`config.mk`:
```
export PLATFORM = sky130hd
export DESIGN_NAME = slbet_top
export DESIGN_NICKNAME = d
export VERILOG_FILES = /design/src/shared/slbet_pkg.sv /design/src/verilog/slbet_top.sv /design/src/verilog/slbet_pattern.sv
export SDC_FILE = /design/constraint.sdc
export NUM_CORES = 2
export LEC_CHECK = 0
export BUFFER_PORTS_ARGS = -buffer_cell sky130_fd_sc_hd__buf_2
export CAP_MARGIN = 20
export CORE_MARGIN = 4
export CORE_UTILIZATION = 65
export CTS_BUF_LIST = sky130_fd_sc_hd__clkbuf_8 sky130_fd_sc_hd__clkbuf_16
export DETAILED_ROUTE_END_ITERATION = 8
export PLACE_DENSITY_LB_ADDON = 0.05
export SLEW_MARGIN = 20
export SYNTH_ARGS = -nofsm -noshare
export SYNTH_HDL_FRONTEND = slang
export SYNTH_SLANG_ARGS = --single-unit
```
`constraint.sdc`:
```
create_clock -name mclk_i -period 32.8 [get_ports mclk_i]
set_clock_uncertainty 0.1 [all_clocks]
set_input_delay 1.64 -clock mclk_i [delete_from_list [all_inputs] [get_ports mclk_i]]
set_output_delay 1.64 -clock mclk_i [all_outputs]
set_load 0.1 [all_outputs]
```
`src/shared/slbet_pkg.sv`:
```
// Notes on behaviour
// - rx polarity invert flips incoming bits first
// - prbs 7/15/23/31 and 2x/10x clock patterns
// - tx and rx pattern selects are independent
// - received bit counter accumulates every bit
// - error counter accumulates checker mismatches
// - both counters readable for ratio calculation
// - tester reset clears both counters
// - tx clock manager reset command
// - rx clock manager reset command
// - four user clock frequencies measured
// - config port writes immediate, all readable
// - control ports writable, status read-only
// - sweep nests, first parameter outermost
// - equal start and end holds parameter
// - default sweep set swing to taps
// - sampling point 128 positions, region swept
// - sweep pause, resume, reset, iteration shown
// - ac coupling bit and termination select
// - error inject flips exactly one bit
package slbet_pkg;

  // ***************************************
  // register byte offsets
  // ***************************************
  localparam logic [7:0] OFS_CTRL      = 8'h00;
  localparam logic [7:0] OFS_CMD       = 8'h04;
  localparam logic [7:0] OFS_STATUS    = 8'h08;
  localparam logic [7:0] OFS_BIT_CNT   = 8'h0c;
  localparam logic [7:0] OFS_ERR_CNT   = 8'h10;
  localparam logic [7:0] OFS_FREQ      = 8'h14;
  localparam logic [7:0] OFS_DCFG_ADDR = 8'h24;
  localparam logic [7:0] OFS_DCFG_DATA = 8'h28;
  localparam logic [7:0] OFS_PORT_CTRL = 8'h2c;
  localparam logic [7:0] OFS_PORT_STAT = 8'h30;
  localparam logic [7:0] OFS_SW_DWELL  = 8'h34;
  localparam logic [7:0] OFS_SW_ITER   = 8'h38;
  localparam logic [7:0] OFS_SW_TOTAL  = 8'h3c;
  localparam logic [7:0] OFS_SW_RANGE  = 8'h40;

  // ***************************************
  // control and command fields
  // ***************************************
  localparam int CTRL_RX_POL  = 0;
  localparam int CTRL_TX_POL  = 1;
  localparam int CTRL_AC_CPL  = 2;
  localparam int CTRL_TERM_LO = 3;
  localparam int CTRL_TXPAT_LO = 8;
  localparam int CTRL_RXPAT_LO = 12;
  localparam logic [31:0] CTRL_RESET = 32'h0000_0004;
  localparam int CMD_CNT_RST  = 0;
  localparam int CMD_INJECT   = 1;
  localparam int CMD_TXCM_RST = 2;
  localparam int CMD_RXCM_RST = 3;
  localparam int CMD_SW_START = 4;
  localparam int CMD_SW_PAUSE = 5;
  localparam int CMD_SW_RESUME = 6;
  localparam int CMD_SW_RESET = 7;

  // ***************************************
  // patterns
  // ***************************************
  localparam logic [2:0] PAT_PRBS7  = 3'h0;
  localparam logic [2:0] PAT_PRBS15 = 3'h1;
  localparam logic [2:0] PAT_PRBS23 = 3'h2;
  localparam logic [2:0] PAT_PRBS31 = 3'h3;
  localparam logic [2:0] PAT_CLK2   = 3'h4;
  localparam logic [2:0] PAT_CLK10  = 3'h5;
  localparam logic [30:0] HIST_SEED = 31'h7fff_ffe0;
  localparam logic [5:0] LOCK_BITS  = 6'h20;

  // ***************************************
  // sweep and timing
  // ***************************************
  localparam int SW_NUM = 6;
  localparam int SW_SAMPLE = 5;
  localparam logic [7:0] SAMPLE_MAX = 8'h7f;
  localparam int MCLK_MHZ = 10;
  localparam int CM_RST_NS = 1000;
  localparam int CM_RST_CYC = (CM_RST_NS * MCLK_MHZ + 999) / 1000;
  localparam int FREQ_GATE_US = 1000;

  typedef enum logic [3:0] {
    SLBET_SW_IDLE  = 4'b0001,
    SLBET_SW_RUN   = 4'b0010,
    SLBET_SW_PAUSE = 4'b0100,
    SLBET_SW_DONE  = 4'b1000
  } slbet_sw_e;

endpackage

```
`src/verilog/slbet_top.sv`:
```
`timescale 1ns/1ns
module slbet_top
  import slbet_pkg::*;
#(
  parameter int FREQ_GATE_CYC = FREQ_GATE_US * MCLK_MHZ
) (
  input  wire logic        mclk_i,
  input  wire logic        resetn_i,
  input  wire logic [7:0]  avs_address_i,
  input  wire logic        avs_read_i,
  input  wire logic        avs_write_i,
  input  wire logic [31:0] avs_writedata_i,
  input  wire logic [3:0]  avs_byteenable_i,
  output logic [31:0]      avs_readdata_o,
  output logic             avs_waitrequest_o,
  input  wire logic        link_clk_i,
  input  wire logic        rx_serial_i,
  output logic             tx_serial_o,
  input  wire logic        tx_user_clock_i,
  input  wire logic        tx_user_clock_half_i,
  input  wire logic        rx_user_clock_i,
  input  wire logic        rx_user_clock_half_i,
  output logic             tx_cm_reset_o,
  output logic             rx_cm_reset_o,
  output logic [7:0]       dcfg_addr_o,
  output logic [15:0]      dcfg_di_o,
  output logic             dcfg_en_o,
  output logic             dcfg_we_o,
  input  wire logic [15:0] dcfg_do_i,
  input  wire logic        dcfg_rdy_i,
  output logic [15:0]      port_ctrl_o,
  input  wire logic [15:0] port_stat_i,
  output logic             rx_ac_couple_o,
  output logic [1:0]       rx_term_sel_o,
  output logic [7:0]       tx_swing_o,
  output logic [7:0]       tx_preemph_o,
  output logic [7:0]       receive_equalization_o,
  output logic [7:0]       feedback_eq_tap_one_o,
  output logic [7:0]       feedback_eq_tap_two_o,
  output logic [6:0]       rx_sample_o
);

  // ***************************************
  // helpers
  // ***************************************
  function automatic logic [31:0] be_merge(input logic [31:0] old_v, input logic [31:0] new_v,
                                           input logic [3:0] be);
    logic [31:0] r;
    r = old_v;
    for (int b = 0; b < 4; b++) begin
      if (be[b]) begin
        r[b*8 +: 8] = new_v[b*8 +: 8];
      end
    end
    return r;
  endfunction

  // effective end: never below start, sampling point clamped
  function automatic logic [7:0] sw_end(input logic [15:0] rng, input int idx);
    logic [7:0] e;
    e = rng[15:8];
    if (idx == SW_SAMPLE && e > SAMPLE_MAX) begin
      e = SAMPLE_MAX;
    end
    if (e < rng[7:0]) begin
      e = rng[7:0];
    end
    return e;
  endfunction

  // ***************************************
  // declarations
  // ***************************************
  logic [21:0] meta_reg;
  logic [21:0] sync_reg;
  logic [4:0]  prev_reg;
  logic        link_rise;
  logic        rx_bit;
  logic [31:0] ctrl_reg;
  logic        ack_reg;
  logic        ack_set;
  logic        req;
  logic        dcfg_sel;
  logic        dcfg_busy_reg;
  logic        wr_fire;
  logic [7:0]  cmd;
  logic [31:0] rdata_next;
  logic        gen_bit;
  logic        chk_bit;
  logic        inject_reg;
  logic        tx_bit_reg;
  logic [5:0]  good_cnt_reg;
  logic        locked_reg;
  logic [31:0] bit_cnt_reg;
  logic [31:0] err_cnt_reg;
  logic [3:0]  cm_cnt_reg [2];
  logic [1:0]  cm_rst_reg;
  logic [31:0] gate_cnt_reg;
  logic [15:0] edge_cnt_reg [4];
  logic [15:0] freq_reg [4];
  logic [15:0] port_ctrl_reg;
  logic [15:0] range_reg [SW_NUM];
  logic [7:0]  cur_reg [SW_NUM];
  logic [7:0]  cur_next [SW_NUM];
  logic        sw_last;
  logic [31:0] sw_total;
  logic [31:0] dwell_reg;
  logic [31:0] dwell_cnt_reg;
  logic [31:0] iter_reg;
  slbet_sw_e   sw_state_reg;

  // ***************************************
  // input synchronisers
  // ***************************************
  // two stages for every asynchronous input
  always_ff @(posedge mclk_i) begin
    if (!resetn_i) begin
      meta_reg <= 22'h00_0000;
      sync_reg <= 22'h00_0000;
    end else begin
      meta_reg <= {port_stat_i, rx_user_clock_half_i, rx_user_clock_i, tx_user_clock_half_i,
                   tx_user_clock_i, rx_serial_i, link_clk_i};
      sync_reg <= meta_reg;
    end
  end

  // previous levels for edge detection
  always_ff @(posedge mclk_i) begin
    if (!resetn_i) begin
      prev_reg <= 5'h00;
    end else begin
      prev_reg <= {sync_reg[5:2], sync_reg[0]};
    end
  end

  assign link_rise = sync_reg[0] & ~prev_reg[0];
  assign rx_bit    = sync_reg[1] ^ ctrl_reg[CTRL_RX_POL];

  // ***************************************
  // avalon slave
  // ***************************************
  assign req      = avs_read_i | avs_write_i;
  assign dcfg_sel = (avs_address_i == OFS_DCFG_DATA);
  assign ack_set  = req & ~ack_reg & (~dcfg_sel | (dcfg_busy_reg & dcfg_rdy_i));
  assign avs_waitrequest_o = req & ~ack_reg;
  assign wr_fire  = avs_write_i & ack_reg;
  assign cmd      = (wr_fire && avs_address_i == OFS_CMD) ? avs_writedata_i[7:0] : 8'h00;

  // one-cycle answer window
  always_ff @(posedge mclk_i) begin
    if (!resetn_i) begin
      ack_reg <= 1'b0;
    end else begin
      ack_reg <= ack_set;
    end
  end

  // read data selection
  always_comb begin
    rdata_next = 32'h0000_0000;
    if (avs_address_i == OFS_CTRL) begin
      rdata_next = ctrl_reg;
    end else if (avs_address_i == OFS_STATUS) begin
      rdata_next = {24'h00_0000, sw_state_reg, cm_rst_reg, inject_reg, locked_reg};
    end else if (avs_address_i == OFS_BIT_CNT) begin
      rdata_next = bit_cnt_reg;
    end else if (avs_address_i == OFS_ERR_CNT) begin
      rdata_next = err_cnt_reg;
    end else if (avs_address_i >= OFS_FREQ && avs_address_i < OFS_DCFG_ADDR) begin
      rdata_next = {16'h0000, freq_reg[avs_address_i[3:2] - 2'h1]};
    end else if (avs_address_i == OFS_DCFG_ADDR) begin
      rdata_next = {24'h00_0000, dcfg_addr_o};
    end else if (dcfg_sel) begin
      rdata_next = {16'h0000, dcfg_do_i};
    end else if (avs_address_i == OFS_PORT_CTRL) begin
      rdata_next = {16'h0000, port_ctrl_reg};
    end else if (avs_address_i == OFS_PORT_STAT) begin
      rdata_next = {16'h0000, sync_reg[21:6]};
    end else if (avs_address_i == OFS_SW_DWELL) begin
      rdata_next = dwell_reg;
    end else if (avs_address_i == OFS_SW_ITER) begin
      rdata_next = iter_reg;
    end else if (avs_address_i == OFS_SW_TOTAL) begin
      rdata_next = sw_total;
    end else if (avs_address_i >= OFS_SW_RANGE && avs_address_i < OFS_SW_RANGE + 8'h18) begin
      rdata_next = {16'h0000, range_reg[3'((avs_address_i - OFS_SW_RANGE) >> 2)]};
    end
  end

  // read data captured as the answer opens
  always_ff @(posedge mclk_i) begin
    if (!resetn_i) begin
      avs_readdata_o <= 32'h0000_0000;
    end else if (ack_set && avs_read_i) begin
      avs_readdata_o <= rdata_next;
    end
  end

  // ***************************************
  // control registers
  // ***************************************
  // control word, patterns, coupling and termination
  always_ff @(posedge mclk_i) begin
    if (!resetn_i) begin
      ctrl_reg <= CTRL_RESET;
    end else if (wr_fire && avs_address_i == OFS_CTRL) begin
      ctrl_reg <= be_merge(ctrl_reg, avs_writedata_i, avs_byteenable_i);
    end
  end

  assign rx_ac_couple_o = ctrl_reg[CTRL_AC_CPL];
  assign rx_term_sel_o  = ctrl_reg[CTRL_TERM_LO +: 2];

  // writable transceiver control ports
  always_ff @(posedge mclk_i) begin
    if (!resetn_i) begin
      port_ctrl_reg <= 16'h0000;
    end else if (wr_fire && avs_address_i == OFS_PORT_CTRL) begin
      port_ctrl_reg <= 16'(be_merge({16'h0000, port_ctrl_reg}, avs_writedata_i, avs_byteenable_i));
    end
  end

  assign port_ctrl_o = port_ctrl_reg;

  // ***************************************
  // dynamic config port
  // ***************************************
  // address latch
  always_ff @(posedge mclk_i) begin
    if (!resetn_i) begin
      dcfg_addr_o <= 8'h00;
    end else if (wr_fire && avs_address_i == OFS_DCFG_ADDR) begin
      dcfg_addr_o <= avs_writedata_i[7:0];
    end
  end

  // one port cycle per bus access, bus held until ready
  always_ff @(posedge mclk_i) begin
    if (!resetn_i) begin
      dcfg_busy_reg <= 1'b0;
      dcfg_en_o     <= 1'b0;
      dcfg_we_o     <= 1'b0;
      dcfg_di_o     <= 16'h0000;
    end else begin
      dcfg_en_o <= 1'b0;
      dcfg_we_o <= 1'b0;
      if (req && dcfg_sel && !ack_reg && !dcfg_busy_reg) begin
        dcfg_busy_reg <= 1'b1;
        dcfg_en_o     <= 1'b1;
        dcfg_we_o     <= avs_write_i;
        dcfg_di_o     <= avs_writedata_i[15:0];
      end else if (dcfg_busy_reg && dcfg_rdy_i) begin
        dcfg_busy_reg <= 1'b0;
      end
    end
  end

  // ***************************************
  // pattern generator and checker
  // ***************************************
  slbet_pattern u_gen (
    .mclk_i    (mclk_i),
    .resetn_i  (resetn_i),
    .step_i    (link_rise),
    .sel_i     (ctrl_reg[CTRL_TXPAT_LO +: 3]),
    .bit_i     (gen_bit),
    .predict_o (gen_bit)
  );

  // checker follows the line until locked, then runs free
  slbet_pattern u_chk (
    .mclk_i    (mclk_i),
    .resetn_i  (resetn_i),
    .step_i    (link_rise),
    .sel_i     (ctrl_reg[CTRL_RXPAT_LO +: 3]),
    .bit_i     (locked_reg ? chk_bit : rx_bit),
    .predict_o (chk_bit)
  );

  // transmit bit, one inverted bit per inject
  always_ff @(posedge mclk_i) begin
    if (!resetn_i) begin
      tx_bit_reg <= 1'b0;
      inject_reg <= 1'b0;
    end else begin
      if (link_rise) begin
        tx_bit_reg <= gen_bit ^ inject_reg ^ ctrl_reg[CTRL_TX_POL];
      end
      if (cmd[CMD_INJECT]) begin
        inject_reg <= 1'b1;
      end else if (link_rise) begin
        inject_reg <= 1'b0;
      end
    end
  end

  assign tx_serial_o = tx_bit_reg;

  // lock after a run of matching bits
  always_ff @(posedge mclk_i) begin
    if (!resetn_i) begin
      good_cnt_reg <= 6'h00;
      locked_reg   <= 1'b0;
    end else if (cmd[CMD_CNT_RST] || (wr_fire && avs_address_i == OFS_CTRL)) begin
      good_cnt_reg <= 6'h00;
      locked_reg   <= 1'b0;
    end else if (link_rise && !locked_reg) begin
      if (rx_bit != chk_bit) begin
        good_cnt_reg <= 6'h00;
      end else if (good_cnt_reg == LOCK_BITS - 6'h01) begin
        locked_reg <= 1'b1;
      end else begin
        good_cnt_reg <= good_cnt_reg + 6'h01;
      end
    end
  end

  // ***************************************
  // bit and error counters
  // ***************************************
  always_ff @(posedge mclk_i) begin
    if (!resetn_i) begin
      bit_cnt_reg <= 32'h0000_0000;
      err_cnt_reg <= 32'h0000_0000;
    end else if (cmd[CMD_CNT_RST]) begin
      bit_cnt_reg <= 32'h0000_0000;
      err_cnt_reg <= 32'h0000_0000;
    end else if (link_rise) begin
      bit_cnt_reg <= bit_cnt_reg + 32'h0000_0001;
      if (locked_reg && rx_bit != chk_bit) begin
        err_cnt_reg <= err_cnt_reg + 32'h0000_0001;
      end
    end
  end

  // ***************************************
  // clock manager resets
  // ***************************************
  always_ff @(posedge mclk_i) begin
    if (!resetn_i) begin
      cm_cnt_reg[0] <= 4'h0;
      cm_cnt_reg[1] <= 4'h0;
      cm_rst_reg    <= 2'b00;
    end else begin
      for (int i = 0; i < 2; i++) begin
        if (cmd[CMD_TXCM_RST + i]) begin
          cm_cnt_reg[i] <= 4'(CM_RST_CYC - 1);
          cm_rst_reg[i] <= 1'b1;
        end else if (cm_cnt_reg[i] != 4'h0) begin
          cm_cnt_reg[i] <= cm_cnt_reg[i] - 4'h1;
        end else begin
          cm_rst_reg[i] <= 1'b0;
        end
      end
    end
  end

  assign tx_cm_reset_o = cm_rst_reg[0];
  assign rx_cm_reset_o = cm_rst_reg[1];

  // ***************************************
  // user clock frequency meter
  // ***************************************
  // edges counted over a fixed gate of system clock
  always_ff @(posedge mclk_i) begin
    if (!resetn_i) begin
      gate_cnt_reg <= 32'h0000_0000;
      for (int i = 0; i < 4; i++) begin
        edge_cnt_reg[i] <= 16'h0000;
        freq_reg[i]     <= 16'h0000;
      end
    end else begin
      if (gate_cnt_reg == 32'(FREQ_GATE_CYC - 1)) begin
        gate_cnt_reg <= 32'h0000_0000;
      end else begin
        gate_cnt_reg <= gate_cnt_reg + 32'h0000_0001;
      end
      for (int i = 0; i < 4; i++) begin
        if (gate_cnt_reg == 32'(FREQ_GATE_CYC - 1)) begin
          freq_reg[i]     <= edge_cnt_reg[i];
          edge_cnt_reg[i] <= 16'h0000;
        end else if (sync_reg[i + 2] && !prev_reg[i + 1]) begin
          edge_cnt_reg[i] <= edge_cnt_reg[i] + 16'h0001;
        end
      end
    end
  end

  // ***************************************
  // sweep controller
  // ***************************************
  // range registers, start low byte, end next byte
  always_ff @(posedge mclk_i) begin
    if (!resetn_i) begin
      dwell_reg <= 32'h0000_0001;
      for (int i = 0; i < SW_NUM; i++) begin
        range_reg[i] <= 16'h0000;
      end
    end else if (wr_fire && sw_state_reg != SLBET_SW_RUN && sw_state_reg != SLBET_SW_PAUSE) begin
      if (avs_address_i == OFS_SW_DWELL) begin
        dwell_reg <= be_merge(dwell_reg, avs_writedata_i, avs_byteenable_i);
      end
      for (int i = 0; i < SW_NUM; i++) begin
        if (avs_address_i == OFS_SW_RANGE + 8'(4 * i)) begin
          range_reg[i] <= avs_writedata_i[15:0];
        end
      end
    end
  end

  // total iterations and next nested step
  always_comb begin
    logic carry;
    carry    = 1'b1;
    sw_last  = 1'b1;
    sw_total = 32'h0000_0001;
    for (int i = SW_NUM - 1; i >= 0; i--) begin
      sw_total = 32'(sw_total * 32'(sw_end(range_reg[i], i) - range_reg[i][7:0] + 9'h001));
      cur_next[i] = cur_reg[i];
      if (cur_reg[i] < sw_end(range_reg[i], i)) begin
        sw_last = 1'b0;
      end
      if (carry) begin
        if (cur_reg[i] >= sw_end(range_reg[i], i)) begin
          cur_next[i] = range_reg[i][7:0];
        end else begin
          cur_next[i] = cur_reg[i] + 8'h01;
          carry = 1'b0;
        end
      end
    end
  end

  // sweep state, dwell timer and iteration number
  always_ff @(posedge mclk_i) begin
    if (!resetn_i) begin
      sw_state_reg  <= SLBET_SW_IDLE;
      dwell_cnt_reg <= 32'h0000_0000;
      iter_reg      <= 32'h0000_0000;
      for (int i = 0; i < SW_NUM; i++) begin
        cur_reg[i] <= 8'h00;
      end
    end else if (cmd[CMD_SW_RESET]) begin
      sw_state_reg <= SLBET_SW_IDLE;
    end else begin
      case (sw_state_reg)
        SLBET_SW_IDLE, SLBET_SW_DONE: begin
          if (cmd[CMD_SW_START]) begin
            sw_state_reg  <= SLBET_SW_RUN;
            dwell_cnt_reg <= 32'h0000_0000;
            iter_reg      <= 32'h0000_0000;
            for (int i = 0; i < SW_NUM; i++) begin
              cur_reg[i] <= range_reg[i][7:0];
            end
          end
        end
        SLBET_SW_RUN: begin
          if (cmd[CMD_SW_PAUSE]) begin
            sw_state_reg <= SLBET_SW_PAUSE;
          end else if (dwell_cnt_reg + 32'h0000_0001 >= dwell_reg) begin
            dwell_cnt_reg <= 32'h0000_0000;
            if (sw_last) begin
              sw_state_reg <= SLBET_SW_DONE;
            end else begin
              iter_reg <= iter_reg + 32'h0000_0001;
              for (int i = 0; i < SW_NUM; i++) begin
                cur_reg[i] <= cur_next[i];
              end
            end
          end else begin
            dwell_cnt_reg <= dwell_cnt_reg + 32'h0000_0001;
          end
        end
        SLBET_SW_PAUSE: begin
          if (cmd[CMD_SW_RESUME]) begin
            sw_state_reg <= SLBET_SW_RUN;
          end
        end
        default: begin
          sw_state_reg <= SLBET_SW_IDLE;
        end
      endcase
    end
  end

  // swept settings to the transceiver
  assign tx_swing_o             = cur_reg[0];
  assign tx_preemph_o           = cur_reg[1];
  assign receive_equalization_o = cur_reg[2];
  assign feedback_eq_tap_one_o  = cur_reg[3];
  assign feedback_eq_tap_two_o  = cur_reg[4];
  assign rx_sample_o            = cur_reg[SW_SAMPLE][6:0];

endmodule

```
`src/verilog/slbet_pattern.sv`:
```
`timescale 1ns/1ns
module slbet_pattern
  import slbet_pkg::*;
(
  input  wire logic       mclk_i,
  input  wire logic       resetn_i,
  input  wire logic       step_i,
  input  wire logic [2:0] sel_i,
  input  wire logic       bit_i,
  output logic            predict_o
);

  logic [30:0] hist_reg;

  // next bit predicted from bit history
  always_comb begin
    case (sel_i)
      PAT_PRBS7:  predict_o = hist_reg[6] ^ hist_reg[5];
      PAT_PRBS15: predict_o = hist_reg[14] ^ hist_reg[13];
      PAT_PRBS23: predict_o = hist_reg[22] ^ hist_reg[17];
      PAT_PRBS31: predict_o = hist_reg[30] ^ hist_reg[27];
      PAT_CLK2:   predict_o = ~hist_reg[0];
      // runs of five equal bits, then flip
      PAT_CLK10:  predict_o = (hist_reg[4:0] == 5'h1f || hist_reg[4:0] == 5'h00) ? ~hist_reg[0] : hist_reg[0];
      default:    predict_o = 1'b0;
    endcase
  end

  // history shifts one bit per link bit
  always_ff @(posedge mclk_i) begin
    if (!resetn_i) begin
      hist_reg <= HIST_SEED;
    end else if (step_i) begin
      hist_reg <= {hist_reg[29:0], bit_i};
    end
  end

endmodule

```
# Word-level counts from Yosys, hierarchy flattened

Memories as Yosys holds them, arrays and structs flattened.
Index checks and enable logic that the tools add are counted.

Memories: 5
Input port bits: 87
Word-level logic and storage cells: 455
Output and inout bits: 128
Memory bits (writable): 280
Register bits: 426

Memories:

| memory       | words | width | read ports | clocked after memory_dff | write ports | line             | source |
|---|---|---|---|---|---|---|---|
| range_reg    | 6     | 16    | 7          | 0                        | 6           | slbet_top.sv:102 | `logic [15:0] range_reg [SW_NUM];` |
| edge_cnt_reg | 4     | 16    | 4          | 0                        | 4           | slbet_top.sv:99  | `logic [15:0] edge_cnt_reg [4];` |
| freq_reg     | 4     | 16    | 1          | 0                        | 4           | slbet_top.sv:100 | `logic [15:0] freq_reg [4];` |
| cur_reg      | 6     | 8     | 6          | 0                        | 6           | slbet_top.sv:103 | `logic [7:0] cur_reg [SW_NUM];` |
| cm_cnt_reg   | 2     | 4     | 2          | 0                        | 2           | slbet_top.sv:96  | `logic [3:0] cm_cnt_reg [2];` |

Equal/unequal tests: 48
Multipliers: 5
Bitwise operators: 60
Add/subtract/negate cells: 32
Mux-type cells: 186
Reduce and logical (&&, ||, !) cells: 61
Order comparisons: 24

Operators with widths:

| cell                    | count |
|---|---|
| $mux W32                | 18 |
| $mux W16                | 19 |
| $mux W8                 | 36 |
| $add A32 B1 Y32 const B | 5 |
| $pmux W32 S2            | 2 |
| $mux W1                 | 97 |
| $lt A8 B8 Y1            | 12 |
| $add A16 B1 Y16 const B | 4 |
| $mul A32 B10 Y32        | 2 |
| $add A9 B2 Y10 const B  | 6 |
| $eq A8 B6 Y1 const B    | 7 |
| $sub A8 B8 Y9           | 6 |
| $add A8 B1 Y8 const B   | 6 |
| $eq A8 B7 Y1 const B    | 6 |
| $ge A8 B8 Y1            | 6 |
| $mux W4                 | 9 |
| $or A1 B1 Y1            | 36 |
| $eq A32 B14 Y1 const B  | 1 |
| $ge A32 B32 Y1          | 1 |
| $mul A30 B10 Y32        | 1 |
| $mul A20 B10 Y30        | 1 |
| $mul A10 B10 Y20        | 1 |
| $logic_and A1 B1 Y1     | 19 |
| $reduce_and A2 Y1       | 9 |
| 43 further kinds        | 106 |

# Logic depth before layout (Yosys ltp)

An unclocked memory read counts as a cell.

Depth in word-level cells: 28
Mapped depth: 118
Depth with buffers taken out: 116

# By module

From an unflattened synthesis, not the netlist that was laid out.

Cell total of the unflattened synthesis: 8,278
Area total of the unflattened synthesis: 74,176.1 um^2

Modules (own cells, without submodules):

| module        | seq. area each (um^2) | area each (um^2) | cells each | instances |
|---|---|---|---|---|
| slbet_top     | 15,695.1              | 71,733.8         | 8,048      | 1 |
| slbet_pattern | 620.6                 | 1,221.2          | 115        | 2 |

# Least setup slack after synthesis

Ideal clock, no wire load.

Kind: flip-flop to flip-flop
From: mem range_reg[5][15]
To: reg avs_readdata_o[31]
Data arrival time: 26.380 ns
Stages on the path, launching flop included: 112
Path buffers: 3
Path slack: 6.251 ns
Clock period less this slack: 26.549 ns
Library setup time: 0.069 ns
Required time: 32.631 ns
Path through: edfxtp_1 -> or2_2 -> ha_1 -> a21boi_0 -> o21a_1 -> o21ai_0 -> nand2b_1 -> a21oi_1 -> nor2b_1 -> o21ai_0 -> nand2b_1 -> a21oi_1 -> clkbuf_1 -> nor2_1 -> a21oi_1 -> ha_1 -> nor2b_1 -> o21ai_0 -> [... 76 more ...] -> inv_1 -> fa_1 -> inv_1 -> ha_1 -> a21o_1 -> a21oi_1 -> o21ai_0 -> a21oi_1 -> nor2_1 -> nor2_1 -> o41ai_1 -> a21o_1 -> a21oi_1 -> xnor2_1 -> xnor2_1 -> xnor2_1 -> xnor3_1 -> o21ai_1

RTL lines:

| what                 | line             | source |
|---|---|---|
| from (decl)          | slbet_top.sv:102 |  |
| to (signal assigned) | slbet_top.sv:195 | `avs_readdata_o <= rdata_next;` |
| to (decl)            | slbet_top.sv:14  | `output logic [31:0] avs_readdata_o,` |

==> results.json <==
{
  "status": "finished clean",
  "async_flop_share": 0,
  "finalSetupViolCount": 0,
  "ant_nets": 0,
  "grt_max_degree": 88,
  "fin_tns_setup_ns": 0,
  "synthSimpleGateAreaFrac": 0.195,
  "grtUsageTotal": 0.350,
  "gp_congestion": 0.970,
  "synth_xor_area_frac": 0.0654,
  "fin_crit_sh": 0.914,
  "synth_top_area_frac": 0.235,
  "ctsResizeCount": 0,
  "postCtsHoldBufs": 0,
  "cts_buffers": 70,
  "timing_hold_violations_final": 0,
  "synth_adder_area_share": 0.326,
  "synth_area_um2": 73700,
  "root_buffer": "clkbuf_16",
  "placementRows": 123,
  "crit_type": "flop to flop",
  "worst_pin_slew_ns": 1.16,
  "die_h_um": 345,
  "start_util": 0.655,
  "clockBufferDepth": 3,
  "ys_ff_latch": 706,
  "fmax_mhz": 33.4,
  "worst_r2r_path_depth": 104,
  "h-tree-depth": 3,
  "vias": 59146,
  "synth-edff-count": 280,
  "drive_gt1_frac": 0.0707,
  "clk_latency_ns": 0.66,
  "synthTopCellsByArea": "fa_1 24%, dfxtp_1 12%, edfxtp_1 11%",
  "muxShareOfSynthArea": 0.0203,
  "synthDistinctLibCells": 95,
  "wl_per_cell_um": 20.9,
  "report.final.slew_viol_count": 0,
  "relSlewSlack": 0.226,
  "start_kind": "flop",
  "coreArea_um2": 112000,
  "synth_compound_area_frac": 0.0937,
  "drtPass1Iterations": 7,
  "dieWidth_um": 345,
  "io_pins": 215,
  "period_needed_ns": 29.98,
  "die_area_um2": 119000,
  "grt_setup_unrepaired": "no",
  "clock-sinks": 706,
  "clk_pin_slew_ns": 0.07,
  "synth_ff_type": "dfxtp_1",
  "yosysMostFrequentCell": "nand2_1",
  "crit_required_ns": 33.19,
  "cts_tree": "done",
  "synth_common_cells": "1112 x nand2_1, 1015 x inv_1, 865 x fa_1",
  "grt_pass1_vias": 59883,
  "cp_max_fo": 15,
  "arrival_ns": 30.37,
  "grt_pass1_wl_um": 327000,
  "hpwl_um": 163000,
  "cpPeakStageDelay_ns": 0.74,
  "routed_wirelength_um": 207000,
  "slowest_stage": "xnor2_1",
  "largest_reg_flops": 96,
  "synthCells": 8269,
  "area_delta_synth_final_pct": 7.17,
  "antenna_found_initial": 14,
  "drc": 0,
  "final_nets": 9828,
  "cts_setup_buffers": 0,
  "crit_path_end_kind": "flop",
  "overflow": 0,
  "synth_top_family_by_area": "adder cells",
  "maxCapViolCount": 0,
  "port_buffers": 214,
  "ys_warn_count": 0,
  "yosysTopAreaCell": "fa_1",
  "critPathMostFrequentCell": "fa_1",
  "drt_iter0_drc": 4736,
  "routed_via_density": 5.97,
  "syn_area_per_cell_um2": 8.91,
  "hold_path_class": "flop to flop",
  "synth-seq-area-share": 0.230,
  "hold_depth": 1
}
[path summary, 6_finish.rpt]
| path | endpoint | from | slack [ns] |
|---|---|---|---|
| min | sync_reg[14]$_SDFF_PN0_ | meta_reg[14]$_SDFF_PN0_ | 0.33 |
| max reg2reg | avs_readdata_o[29]$_SDFFE_PN0P_ | range_reg[5][15]$_SDFFCE_PN0P_ | 2.82 |
| max | avs_readdata_o[29]$_SDFFE_PN0P_ | range_reg[5][15]$_SDFFCE_PN0P_ | 2.82 |
| min reg2reg | sync_reg[14]$_SDFF_PN0_ | meta_reg[14]$_SDFF_PN0_ | 0.33 |
[cell usage in the layout (no fill, tap or decap), types with 34 or more instances in the layout]
master	Yosys	layout
and2_1	359	359
mux2i_1	47	47
a221oi_1	41	41
xor2_1	237	233
nand2_1	1112	1111
clkbuf_16	0	71
dfxtp_1	426	426
xnor2_1	290	284
inv_1	1015	1030
or3_1	35	35
a22oi_1	39	39
nand3_1	282	282
ha_1	534	534
buf_4	9	122
nor2_1	737	728
o21ai_0	180	175
edfxtp_1	280	280
o211ai_1	34	34
nand2b_1	112	111
nor3_1	89	84
fa_1	865	865
nand4_1	69	69
buf_2	3	213
a21o_1	98	98
and3_1	142	142
o21a_1	37	37
nor2b_1	56	55
a211oi_1	90	90
a21oi_1	360	359
[kinds of logic (layout without fill, tap and decap cells)]
kind of cell	after synthesis	count (layout)
fa+ha+maj	1399	1399
compound gates	1069	1069
mux	106	106
flops	706	706
xor+xnor	537	537
other cells	1	11
buf+inv	1353	1481
simple gates	3098	3098
[per-layer routing]
layer	track usage	routed length [µm]
met1	0.445	79700
met4	0.165	11600
met3	0.0641	17500
met2	0.582	98200
met5	0	55
[area by class of cell]
class                   count  area, µm²
diodes                      9       22.5
clock buffers              76       1850
clock inverters            52        588
fillers                  9123      33500
inverters                1016       3820
multi-input cells        6211      51800
flip-flops and latches    706      16900
well taps                1500       1880
repair buffers            337       2020
[stage by stage]
step | hold WS (ns) | area [µm²] | utilization | setup slack [ns] | std cells
floorplan | 0.312 | 73700 | - | 6.25 | 8270
global placement | 0.313 | 76400 | 0.679 | 3.79 | 9767
detailed placement | 0.317 | 76400 | 0.679 | 3.13 | 9767
CTS | 0.330 | 78900 | 0.701 | 3.02 | 9895
global route | 0.344 | 78900 | 0.702 | 0.940 | 9899
finish | 0.333 | 79000 | 0.702 | 2.82 | 9907
[critical path: cells and delay by family (launching register included)]
kind	cells	cell delay [ns]
adders and majority gates	33	15.17
AOI/OAI and AO/OA	31	7.16
and+or+nand+nor	20	3.16
xor gates and xnor gates	6	2.28
muxes	2	0.79
buffers and inverters	12	0.68
DFF	1	0.47
Power is not shown: default switching activity piles up to over one toggle a cycle in this logic, so the estimate is an artifact.
